$ cat config.mk
export PLATFORM = sky130hd
export DESIGN_NAME = pmb_dev_flat
export DESIGN_NICKNAME = d
export VERILOG_FILES = /design/src/pmb_pkg.sv /design/src/pmb_if.sv /design/src/pmb_dev.sv /design/src/flat_wrapper.sv
export VERILOG_INCLUDE_DIRS = /design/src
export SDC_FILE = /design/constraint.sdc
export NUM_CORES = 2
export LEC_CHECK = 0
export ABC_AREA = 1
export ABC_CLOCK_PERIOD_IN_PS = 15700
export BUFFER_PORTS_ARGS = -buffer_cell sky130_fd_sc_hd__buf_2
export CAP_MARGIN = 15
export CORE_UTILIZATION = 60
export DETAILED_ROUTE_END_ITERATION = 10
export GPL_TIMING_DRIVEN = 1
export PLACE_DENSITY = 0.85
export SLEW_MARGIN = 30
export SYNTH_ARGS = -nofsm -noshare
export SYNTH_HDL_FRONTEND = slang
export SYNTH_SLANG_ARGS = --single-unit
$ cat constraint.sdc
create_clock -name core_clk -period 15.7 [get_ports core_clk]
set_input_delay 0.785 -clock core_clk [delete_from_list [all_inputs] [get_ports core_clk]]
set_output_delay 0.785 -clock core_clk [all_outputs]
set_load 0.01 [all_outputs]
$ cat src/pmb_consts.svh
// Behaviour
// - linear short: 5-bit exponent, 11-bit mantissa
// - linear unsigned: 16-bit mantissa, exponent -13
// - linear signed: 16-bit two's complement, exponent -13
// - host disables output before most setting writes
// - device may defer settings until re-enable
// - reads answered at any time; code returns ffffh during the save/load busy window
// - host waits 100ms after save or load
// - host spaces reads 2ms, other commands 5ms
// - channel select 00h, 01h, ffh both
// - operation codes off, soft off, on, margins
// - enable source 16h/17h pin, 1ah/1bh command
// - fault clear drops faults and alert line
// - save copies settings, busy 20ms
// - load restores settings at power-up, busy 20ms; code loads straps at power-up with no busy window, store lost on srst
// - host empties store by reload then save
// - output voltage format reads 13h always
// - target never above ceiling, strapped reset; code clamps target writes only, a lower ceiling write leaves target above it
// - signed trim offset added, reset 0000h
// - ceiling caps output, reset 1.10 strap
// - margins reset 1.05 and 0.95 strap
// - voltage changes ramp at slew rate; code steps 1 code per clock whatever the rate, 7fffh jumps
// - switching rate written only while disabled
`ifndef PMB_CONSTS_SVH
`define PMB_CONSTS_SVH
`define CMD_CHSEL       8'h00
`define CMD_OPER        8'h01
`define CMD_ENSRC       8'h02
`define CMD_CLRF        8'h03
`define CMD_SAVE        8'h15
`define CMD_LOAD        8'h16
`define CMD_VFMT        8'h20
`define CMD_VTGT        8'h21
`define CMD_VTRIM       8'h23
`define CMD_VMAX        8'h24
`define CMD_VMHI        8'h25
`define CMD_VMLO        8'h26
`define CMD_SLEW        8'h27
`define CMD_SLOPE       8'h28
`define CMD_FSW         8'h33
`define CH_ONE          8'h00
`define CH_TWO          8'h01
`define CH_BOTH         8'hff
`define OP_OFF_NOW      8'h00
`define OP_OFF_SOFT     8'h40
`define OP_ON_NOM       8'h80
`define OP_ON_LOW       8'h90
`define OP_ON_HIGH      8'ha0
`define SRC_PIN_SOFT    8'h16
`define SRC_PIN_NOW     8'h17
`define SRC_CMD_SOFT    8'h1a
`define SRC_CMD_NOW     8'h1b
`define VFMT_VAL        8'h13
`define TRIM_RST        16'h0000
`define SLEW_RST        16'hba00
`define SLEW_FAST       16'h7fff
`define BUSY_MS         20
`define CLK_PER_MS      250000
`define BUSY_CYC        (`BUSY_MS * `CLK_PER_MS)
`define SCL_DIV         8'd40
`define SLEW_STEP       16'h0001
`endif

$ cat src/pmb_pkg.sv
package pmb_pkg;
    typedef enum logic [2:0] {
        L_IDLE = 3'b000,
        L_ADDR = 3'b001,
        L_WDAT = 3'b010,
        L_RDAT = 3'b011,
        L_DONE = 3'b100
    } link_state_e;
    typedef logic [15:0] word_t;
endpackage

$ cat src/pmb_if.sv
`timescale 1ns/100ps
`default_nettype none
// serial frame link: host drives clock, select and data out; device answers on sdo
interface pmb_if;
    logic scl;
    logic cs;
    logic sdi;
    logic sdo;
    logic busy;
    modport host (output scl, output cs, output sdi, input sdo, input busy);
    modport dev  (input scl, input cs, input sdi, output sdo, output busy);
endinterface
`default_nettype wire

$ cat src/pmb_dev.sv
`timescale 1ns/100ps
`default_nettype none
`include "pmb_consts.svh"
// frame: cs high, msb first on scl rise: rw(1) cmd(8) data(16); read data out on sdo
module pmb_dev
    import pmb_pkg::*;
#(
    parameter int BUSY_CYCLES = `BUSY_CYC
) (
    input  wire logic core_clk,
    input  wire logic srst,
    pmb_if.dev        lnk,
    input  wire logic en_pin,
    input  wire logic fault_in,
    input  wire logic [15:0] strap_vtgt,
    input  wire logic [15:0] strap_fsw,
    output logic      [1:0]  out_on,
    output logic      [31:0] vout_set,
    output logic      alert_line
);
    // ****************************************
    // link sampling
    // ****************************************
    logic [2:0] scl_s_r, cs_s_r, sdi_s_r;
    always_ff @(posedge core_clk) begin
        scl_s_r <= {scl_s_r[1:0], lnk.scl};
        cs_s_r  <= {cs_s_r[1:0], lnk.cs};
        sdi_s_r <= {sdi_s_r[1:0], lnk.sdi};
    end
    logic [1:0] en_s_r;
    always_ff @(posedge core_clk) begin
        en_s_r <= {en_s_r[0], en_pin};
    end
    wire scl_rise = scl_s_r[1] & ~scl_s_r[2];
    wire cs_act   = cs_s_r[1];

    // ****************************************
    // frame shifter
    // ****************************************
    logic [24:0] sh_r;
    logic [4:0]  bits_r;
    logic        frame_done_r;
    logic [15:0] rd_sh_r;
    logic        busy_r;
    always_ff @(posedge core_clk) begin
        frame_done_r <= 1'b0;
        if (srst || !cs_act) begin
            if (!srst && bits_r == 5'd25) begin
                frame_done_r <= 1'b1;
            end
            bits_r <= 5'd0;
        end else if (scl_rise && bits_r != 5'd25) begin
            sh_r   <= {sh_r[23:0], sdi_s_r[1]};
            bits_r <= bits_r + 5'd1;
        end
    end

    // ****************************************
    // per-channel settings
    // ****************************************
    logic [7:0] chsel_r, ensrc_r;
    logic [7:0] oper_r [2];
    word_t vtgt_r [2], vtrim_r [2], vmax_r [2], vmhi_r [2], vmlo_r [2];
    word_t slew_r [2], slope_r [2], fsw_r [2], vramp_r [2];
    logic [127:0] user_r [2];            // user store, one packed record per channel
    logic [31:0] busy_cnt_r;
    logic        strap_done_r;
    wire  [7:0]  cmd  = sh_r[23:16];
    wire  word_t wdat = sh_r[15:0];
    wire         wr   = frame_done_r & ~sh_r[24] & ~busy_r;

    function automatic logic hits(input logic [7:0] sel, input int ch);
        hits = (sel == `CH_BOTH) || (sel[0] == ch[0]);
    endfunction
    function automatic word_t scale(input word_t v, input int num);
        logic [31:0] p;
        p = 32'(v) * 32'(num);
        scale = p[21:6];                   // num in 64ths
    endfunction
    function automatic logic op_ok(input logic [7:0] v);
        op_ok = v == `OP_OFF_NOW || v == `OP_OFF_SOFT || v == `OP_ON_NOM ||
                v == `OP_ON_LOW || v == `OP_ON_HIGH;
    endfunction

    // busy window for save/load commands; reset clears it, no window after reset
    always_ff @(posedge core_clk) begin
        if (srst) begin
            busy_cnt_r <= 32'd0;
            busy_r     <= 1'b0;
        end else if (wr && (cmd == `CMD_SAVE || cmd == `CMD_LOAD)) begin
            busy_cnt_r <= 32'(BUSY_CYCLES);
            busy_r     <= 1'b1;
        end else if (busy_cnt_r != 32'd0) begin
            busy_cnt_r <= busy_cnt_r - 32'd1;
        end else begin
            busy_r <= 1'b0;
        end
    end

    // settings; strapped defaults loaded once after reset (acts as power-up load)
    always_ff @(posedge core_clk) begin
        if (srst) begin
            chsel_r      <= `CH_ONE;
            ensrc_r      <= `SRC_PIN_NOW;
            strap_done_r <= 1'b0;
        end else begin
            strap_done_r <= 1'b1;
            if (wr && cmd == `CMD_CHSEL &&
                (wdat[7:0] == `CH_ONE || wdat[7:0] == `CH_TWO || wdat[7:0] == `CH_BOTH)) begin
                chsel_r <= wdat[7:0];
            end
            if (wr && cmd == `CMD_ENSRC &&
                (wdat[7:0] == `SRC_PIN_SOFT || wdat[7:0] == `SRC_PIN_NOW ||
                 wdat[7:0] == `SRC_CMD_SOFT || wdat[7:0] == `SRC_CMD_NOW)) begin
                ensrc_r <= wdat[7:0];
            end
        end
    end

    for (genvar c = 0; c < 2; c++) begin : g_ch
        wire sel = hits(chsel_r, c);
        wire on  = out_on[c];
        always_ff @(posedge core_clk) begin
            if (srst) begin
                oper_r[c]  <= `OP_OFF_NOW;
                vtrim_r[c] <= `TRIM_RST;
                slew_r[c]  <= `SLEW_RST;
            end else if (!strap_done_r) begin
                vtgt_r[c]  <= strap_vtgt;
                vmax_r[c]  <= scale(strap_vtgt, 70);   // 1.10
                vmhi_r[c]  <= scale(strap_vtgt, 67);   // 1.05
                vmlo_r[c]  <= scale(strap_vtgt, 61);   // 0.95
                fsw_r[c]   <= strap_fsw;
                slope_r[c] <= 16'h0000;
                // store starts from the straps; it does not outlive srst
                user_r[c]  <= {strap_vtgt, `TRIM_RST, scale(strap_vtgt, 70),
                               scale(strap_vtgt, 67), scale(strap_vtgt, 61), `SLEW_RST,
                               16'h0000, strap_fsw};
            end else if (wr && cmd == `CMD_SAVE) begin
                // save and load act on both channels whatever the select
                user_r[c]  <= {vtgt_r[c], vtrim_r[c], vmax_r[c], vmhi_r[c],
                               vmlo_r[c], slew_r[c], slope_r[c], fsw_r[c]};
            end else if (wr && cmd == `CMD_LOAD) begin
                {vtgt_r[c], vtrim_r[c], vmax_r[c], vmhi_r[c],
                 vmlo_r[c], slew_r[c], slope_r[c], fsw_r[c]} <= user_r[c];
            end else if (wr && sel) begin
                case (cmd)
                    `CMD_OPER:  if (op_ok(wdat[7:0])) oper_r[c] <= wdat[7:0];
                    `CMD_VTGT:  vtgt_r[c]  <= (wdat > vmax_r[c]) ? vmax_r[c] : wdat;
                    `CMD_VTRIM: vtrim_r[c] <= wdat;
                    `CMD_VMAX:  vmax_r[c]  <= wdat;
                    `CMD_VMHI:  vmhi_r[c]  <= wdat;
                    `CMD_VMLO:  vmlo_r[c]  <= wdat;
                    `CMD_SLEW:  slew_r[c]  <= wdat;
                    `CMD_SLOPE: if (!on) slope_r[c] <= wdat;
                    `CMD_FSW:   if (!on) fsw_r[c] <= wdat;
                    default: ;
                endcase
            end
        end
        // enable decision
        wire use_pin = ~ensrc_r[3];
        wire op_on   = oper_r[c][7];
        always_ff @(posedge core_clk) begin
            if (srst) begin
                out_on[c] <= 1'b0;
            end else begin
                out_on[c] <= use_pin ? en_s_r[1] : op_on;
            end
        end
        // goal voltage: margin pick, trim offset, ceiling cap
        word_t goal, capped;
        always_comb begin
            goal = vtgt_r[c];
            if (oper_r[c] == `OP_ON_LOW)  goal = vmlo_r[c];
            if (oper_r[c] == `OP_ON_HIGH) goal = vmhi_r[c];
            goal   = goal + vtrim_r[c];
            capped = (goal > vmax_r[c]) ? vmax_r[c] : goal;
        end
        // ramp toward goal; fastest code jumps directly
        always_ff @(posedge core_clk) begin
            if (srst) begin
                vramp_r[c] <= 16'h0000;
            end else if (slew_r[c] == `SLEW_FAST) begin
                vramp_r[c] <= capped;
            end else if (vramp_r[c] < capped) begin
                vramp_r[c] <= vramp_r[c] + `SLEW_STEP;
            end else if (vramp_r[c] > capped) begin
                vramp_r[c] <= vramp_r[c] - `SLEW_STEP;
            end
        end
    end
    always_ff @(posedge core_clk) begin
        vout_set <= {vramp_r[1], vramp_r[0]};
    end

    // fault latch; live fault re-sets at once
    always_ff @(posedge core_clk) begin
        if (srst) begin
            alert_line <= 1'b0;
        end else if (fault_in) begin
            alert_line <= 1'b1;
        end else if (wr && cmd == `CMD_CLRF) begin
            alert_line <= 1'b0;
        end
    end

    // ****************************************
    // read path
    // ****************************************
    int unsigned rc;
    always_comb rc = chsel_r[0] ? 1 : 0;
    word_t rdv;
    always_comb begin
        rdv = 16'h0000;
        if (sh_r[7:0] == `CMD_CHSEL) rdv = {8'h00, chsel_r};
        else if (sh_r[7:0] == `CMD_OPER)  rdv = {8'h00, oper_r[rc]};
        else if (sh_r[7:0] == `CMD_ENSRC) rdv = {8'h00, ensrc_r};
        else if (sh_r[7:0] == `CMD_VFMT)  rdv = {8'h00, `VFMT_VAL};
        else if (sh_r[7:0] == `CMD_VTGT)  rdv = vtgt_r[rc];
        else if (sh_r[7:0] == `CMD_VTRIM) rdv = vtrim_r[rc];
        else if (sh_r[7:0] == `CMD_VMAX)  rdv = vmax_r[rc];
        else if (sh_r[7:0] == `CMD_VMHI)  rdv = vmhi_r[rc];
        else if (sh_r[7:0] == `CMD_VMLO)  rdv = vmlo_r[rc];
        else if (sh_r[7:0] == `CMD_SLEW)  rdv = slew_r[rc];
        else if (sh_r[7:0] == `CMD_SLOPE) rdv = slope_r[rc];
        else if (sh_r[7:0] == `CMD_FSW)   rdv = fsw_r[rc];
    end
    // load read word after cmd byte of a read frame; answered whether on or off
    always_ff @(posedge core_clk) begin
        if (srst) begin
            rd_sh_r <= 16'h0000;
            lnk.sdo <= 1'b0;
        end else if (cs_act && bits_r == 5'd9 && sh_r[8] && scl_rise == 1'b0) begin
            // first bit goes out early so the host finds it at the next clock rise
            rd_sh_r <= busy_r ? 16'hffff : rdv;
            lnk.sdo <= busy_r ? 1'b1 : rdv[15];
        end else if (cs_act && scl_rise && bits_r >= 5'd9) begin
            lnk.sdo <= rd_sh_r[14];
            rd_sh_r <= {rd_sh_r[14:0], 1'b0};
        end
    end
    always_ff @(posedge core_clk) begin
        lnk.busy <= srst ? 1'b1 : (busy_r | ~strap_done_r);
    end
endmodule
`default_nettype wire

$ cat src/flat_wrapper.sv
// flat-port wrapper written by rule: the top's interface ports become plain ports
module pmb_dev_flat import pmb_pkg::*;
#(
    parameter int BUSY_CYCLES = `BUSY_CYC
)
  (core_clk, srst, en_pin, fault_in, strap_vtgt, strap_fsw, out_on, vout_set, alert_line, lnk_scl, lnk_cs, lnk_sdi, lnk_sdo, lnk_busy);
  pmb_if lnk_i ();
  input  wire logic core_clk;
  input  wire logic srst;
  input  wire logic en_pin;
  input  wire logic fault_in;
  input  wire logic [15:0] strap_vtgt;
  input  wire logic [15:0] strap_fsw;
  output logic      [1:0] out_on;
  output logic      [31:0] vout_set;
  output logic alert_line;
  input wire logic [$bits(lnk_i.scl)-1:0] lnk_scl;
  input wire logic [$bits(lnk_i.cs)-1:0] lnk_cs;
  input wire logic [$bits(lnk_i.sdi)-1:0] lnk_sdi;
  output wire logic [$bits(lnk_i.sdo)-1:0] lnk_sdo;
  output wire logic [$bits(lnk_i.busy)-1:0] lnk_busy;
  assign lnk_i.scl = lnk_scl;
  assign lnk_i.cs = lnk_cs;
  assign lnk_i.sdi = lnk_sdi;
  assign lnk_sdo = lnk_i.sdo;
  assign lnk_busy = lnk_i.busy;
  pmb_dev #(.BUSY_CYCLES(BUSY_CYCLES)) u_core (.core_clk(core_clk), .srst(srst), .lnk(lnk_i), .en_pin(en_pin), .fault_in(fault_in), .strap_vtgt(strap_vtgt), .strap_fsw(strap_fsw), .out_on(out_on), .vout_set(vout_set), .alert_line(alert_line));
endmodule
==> results.md <==
- Port bufs: between 70 and 80
- Num rows: 99
- Worst hold-check path type: in -> reg
- Die area: roughly 75000 µm²
- Ys flop type: edfxtp_1
- Total CTS buffers: 77
- Reg2reg end: u_core.vramp_r[0][5]
- Max VDD drop: roughly 0.00018 V
- Clock buffer depth: 3
- Total wire length: roughly 150000 µm
- Place WS: around 7.5 ns
- Post-route ant nets: 0
- CTS tree: yes
- Antenna violations before repair: 6
- Cells after Synth: 5613
- Die Y-Extent: around 270 µm
- Starting density of the core: 0.606
- # DRC: 0
- Outcome: finished clean
- Synth warn: 0
- Worst slew pin tran: 1.11 ns
- Post-synth EDFFs: 521
- Sum Neg Setup Slack: 0 ns
- Most frequent cell after synthesis: nand2_1
- Post-route setup slack: approximately 7.3 ns
- Part of the Yosys area used for sequential elements: 0.436
- Slew Viols, Final: 0
- Starting DRC count in detailed routing: around 6300
- Routed wire per std cell: about 23 µm
- H-tree depth: 3
- Hold path depth: 1
- All-Layer GR Usage: 0.400
- Synth unique cells: 58
- Via density: roughly 6.1
- Mapped Area: 44200 µm²
- Share of cells above drive strength 1: 0.0579
- CTS Sinks: approximately 700
- FF+latch count, synth: approximately 700
- R2r startpoint: u_core.oper_r[0][2]
- Slowest CP cell: nand4_1
- Core ar.: 73000 µm²
- Vias after detailed routing: slightly above 40000
- Hold buffer count at cts: 0
- Post-Route Utilization: 0.656
- Total gr overflow: 0
- Critical setup path kind: reg -> reg
- P&R area growth vs syn: 8.26%
- Arrival @ worst endpoint: around 8.5 ns
- CP Capture Type: flip-flop
- CP most frequent cell: nand2_1
- Synth area leaders: edfxtp_1 (35%), nand2_1 (14%), dfxtp_1 (8.2%)
- Max stage delay on crit path: roughly 0.85 ns
- Gates resized, CTS repair: 0
- R2r worst-path depth: 30
- Global placement routability congestion: roughly 1.1
- Setup Fix Bufs, Post-CTS: 0
- Final setup violation count: 0
- Hold EP: u_core.sdi_s_r[0]
- Max-cap violations: 0
- Clk_skew: ~0.073 ns
- Worst setup SP type: flip-flop
- FF/Latch Area: between 15000 and 20000 µm²
- CP max FO: 21
- Clk_lat worst skew: 0.67 ns
- Fillers: 6063
- Top post-synthesis cells by count: nand2_1 (1693), inv_1 (701), edfxtp_1 (521)
- Hold Fails Final Rpt: 0
- DIE WIDTH: between 200 and 300 µm
- Root buf cell: clkbuf_16
- TritonRoute pass-1 iters: 8
- Worst-path clk slew: approximately 0.06 ns
- Syn avg cell area: 7.88 µm²
- Worst Path Required: between 15 and 20 ns
- Area leader, netlist: edfxtp_1
- Area of the multi-input gates: between 20000 and 25000 µm²
- Tcrit/Tclk final: 0.536
- RSZ-0062 raised after global routing: no
- Final min period: between 8 and 9 ns
- Min-delay src: lnk_sdi
- Maximum clock frequency: 119 MHz
- Power Density: about 120 nW/µm²
- LEAKAGE: 21.7 nW
- Share of the synthesized area in the top cell type: 0.354
- Ys async rst share: 0
- Largest net degree at the start of global routing: around 140
- Reg2Reg Setup Slack: 7.29 ns
- First-pass GRT wire length: roughly 220000 µm
- IO Count: 76
- Detailed Place HPWL: 109000 µm
- Nets@finish: between 5000 and 6000
- Pwr Total: between 0.005 and 0.006 W
- Number of global-route vias before repair: between 30000 and 40000
- Slew margin rel.: 0.260
where the power goes:
group | total, W | internal, W | switching, W
registers | 0.00239 | 0.00225 | 0.000141
logic | 0.00157 | 0.000520 | 0.00105
clock network | 0.00188 | 0.00106 | 0.000819
total | 0.00584 | 0.00383 | 0.00201
sequential cells by signal, summed over array words and instances (netlist names), 3 cells and up:
register	cells
u_core.slew_r	32
u_core.vtgt_r	32
u_core.vtrim_r	32
u_core.fsw_r	32
u_core.slope_r	32
u_core.vmlo_r	32
u_core.bits_r	5
u_core.vmax_r	32
u_core.ensrc_r	8
u_core.busy_cnt_r	32
u_core.user_r	256
u_core.vout_set	32
u_core.vramp_r	32
u_core.chsel_r	8
u_core.scl_s_r	3
u_core.oper_r	16
u_core.rd_sh_r	15
u_core.sh_r	25
u_core.vmhi_r	32
area by class of cell:
type | count | share of cell area
well taps | 959 | 0.0251
clock inverters | 37 | 0.00902
diodes | 5 | 0.000261
inverters | 710 | 0.0560
flip-flops and latches | 702 | 0.403
clock buffers | 104 | 0.0454
multi-input cells | 3976 | 0.446
repair buffers | 123 | 0.0158
how the worst max path moves through the flow:
stage	from	endpoint	slack (ns)	depth (start not counted)
final	u_core.oper_r[0][2]	u_core.vramp_r[0][5]	7.29	30
after global routing	u_core.oper_r[0][2]	u_core.vramp_r[0][5]	6.35	30
after CTS	u_core.oper_r[0][2]	u_core.vramp_r[0][3]	7.40	30
after detailed placement	u_core.oper_r[0][2]	u_core.vramp_r[0][3]	7.46	30
after global placement	u_core.oper_r[0][3]	u_core.vramp_r[0][3]	7.66	30
after floorplan	srst	u_core.user_r[0][0]	3.00	3
logic make-up (layout without fill, tap and decap cells):
kind of cell / Yosys count / count (layout) / share of synthesized area
buf+inv: 942 / 974 / 0.0835
flops: 702 / 702 / 0.436
xor+xnor: 101 / 101 / 0.0200
other cells: 1 / 13 / 0.0000848
fa+ha+maj: 324 / 324 / 0.102
compound gates: 899 / 899 / 0.110
simple gates: 2643 / 2643 / 0.248
mux: 1 / 1 / 0.000226
worst max-delay path: cells and delay by family, from the launching register on:
kind / cells / cell delay (ns)
compound gates: 5 / 0.70
xor+xnor: 1 / 0.27
simple gates: 17 / 4.37
buf+inv: 4 / 1.05
fa+ha+maj: 3 / 1.05
flops: 1 / 0.40
layer usage:
metal  vias to the layer above  track usage  routed length [µm]
li1                      18500            -                   -
met1                     18700        0.546               57000
met2                      2810        0.585               63600
met3                       509       0.0911               20400
met4                         8        0.231               10000
met5                         -            0                  57
metrics by stage:
stage / hold WS (ns) / instances / instance area [µm²]
2_1_floorplan: 0.310 / 5620 / 44300
3_3_place_gp: 0.319 / 6469 / 45200
3_5_place_dp: 0.317 / 6470 / 45200
4_1_cts: 0.211 / 6611 / 47800
5_1_grt: 0.222 / 6611 / 47900
6_report: 0.224 / 6616 / 47900
placed cells by master, fill, tap and decap left out, types with 7 or more instances in the layout:
| cell | n |
|---|---|
| buf_4 | 45 |
| buf_2 | 75 |
| o21a_1 | 10 |
| nor2_1 | 383 |
| nand2_1 | 1687 |
| xor2_1 | 81 |
| nor2_2 | 7 |
| o211ai_1 | 47 |
| xnor2_1 | 20 |
| a21o_1 | 10 |
| nor4_1 | 20 |
| clkbuf_1 | 17 |
| a21oi_1 | 320 |
| ha_1 | 261 |
| clkinv_1 | 14 |
| o31ai_1 | 13 |
| nand3_1 | 308 |
| a31oi_1 | 23 |
| inv_2 | 7 |
| edfxtp_1 | 521 |
| clkbuf_16 | 82 |
| or2_2 | 39 |
| nor3_1 | 66 |
| a211oi_1 | 9 |
| nand2_2 | 12 |
| o21ai_0 | 319 |
| fa_1 | 63 |
| nand3b_1 | 11 |
| nand4_1 | 88 |
| o21bai_1 | 10 |
| o21ai_1 | 114 |
| dfxtp_1 | 179 |
| conb_1 | 8 |
| clkinv_2 | 9 |
| inv_1 | 699 |
Note: power is estimated with default switching activity, not from simulation.
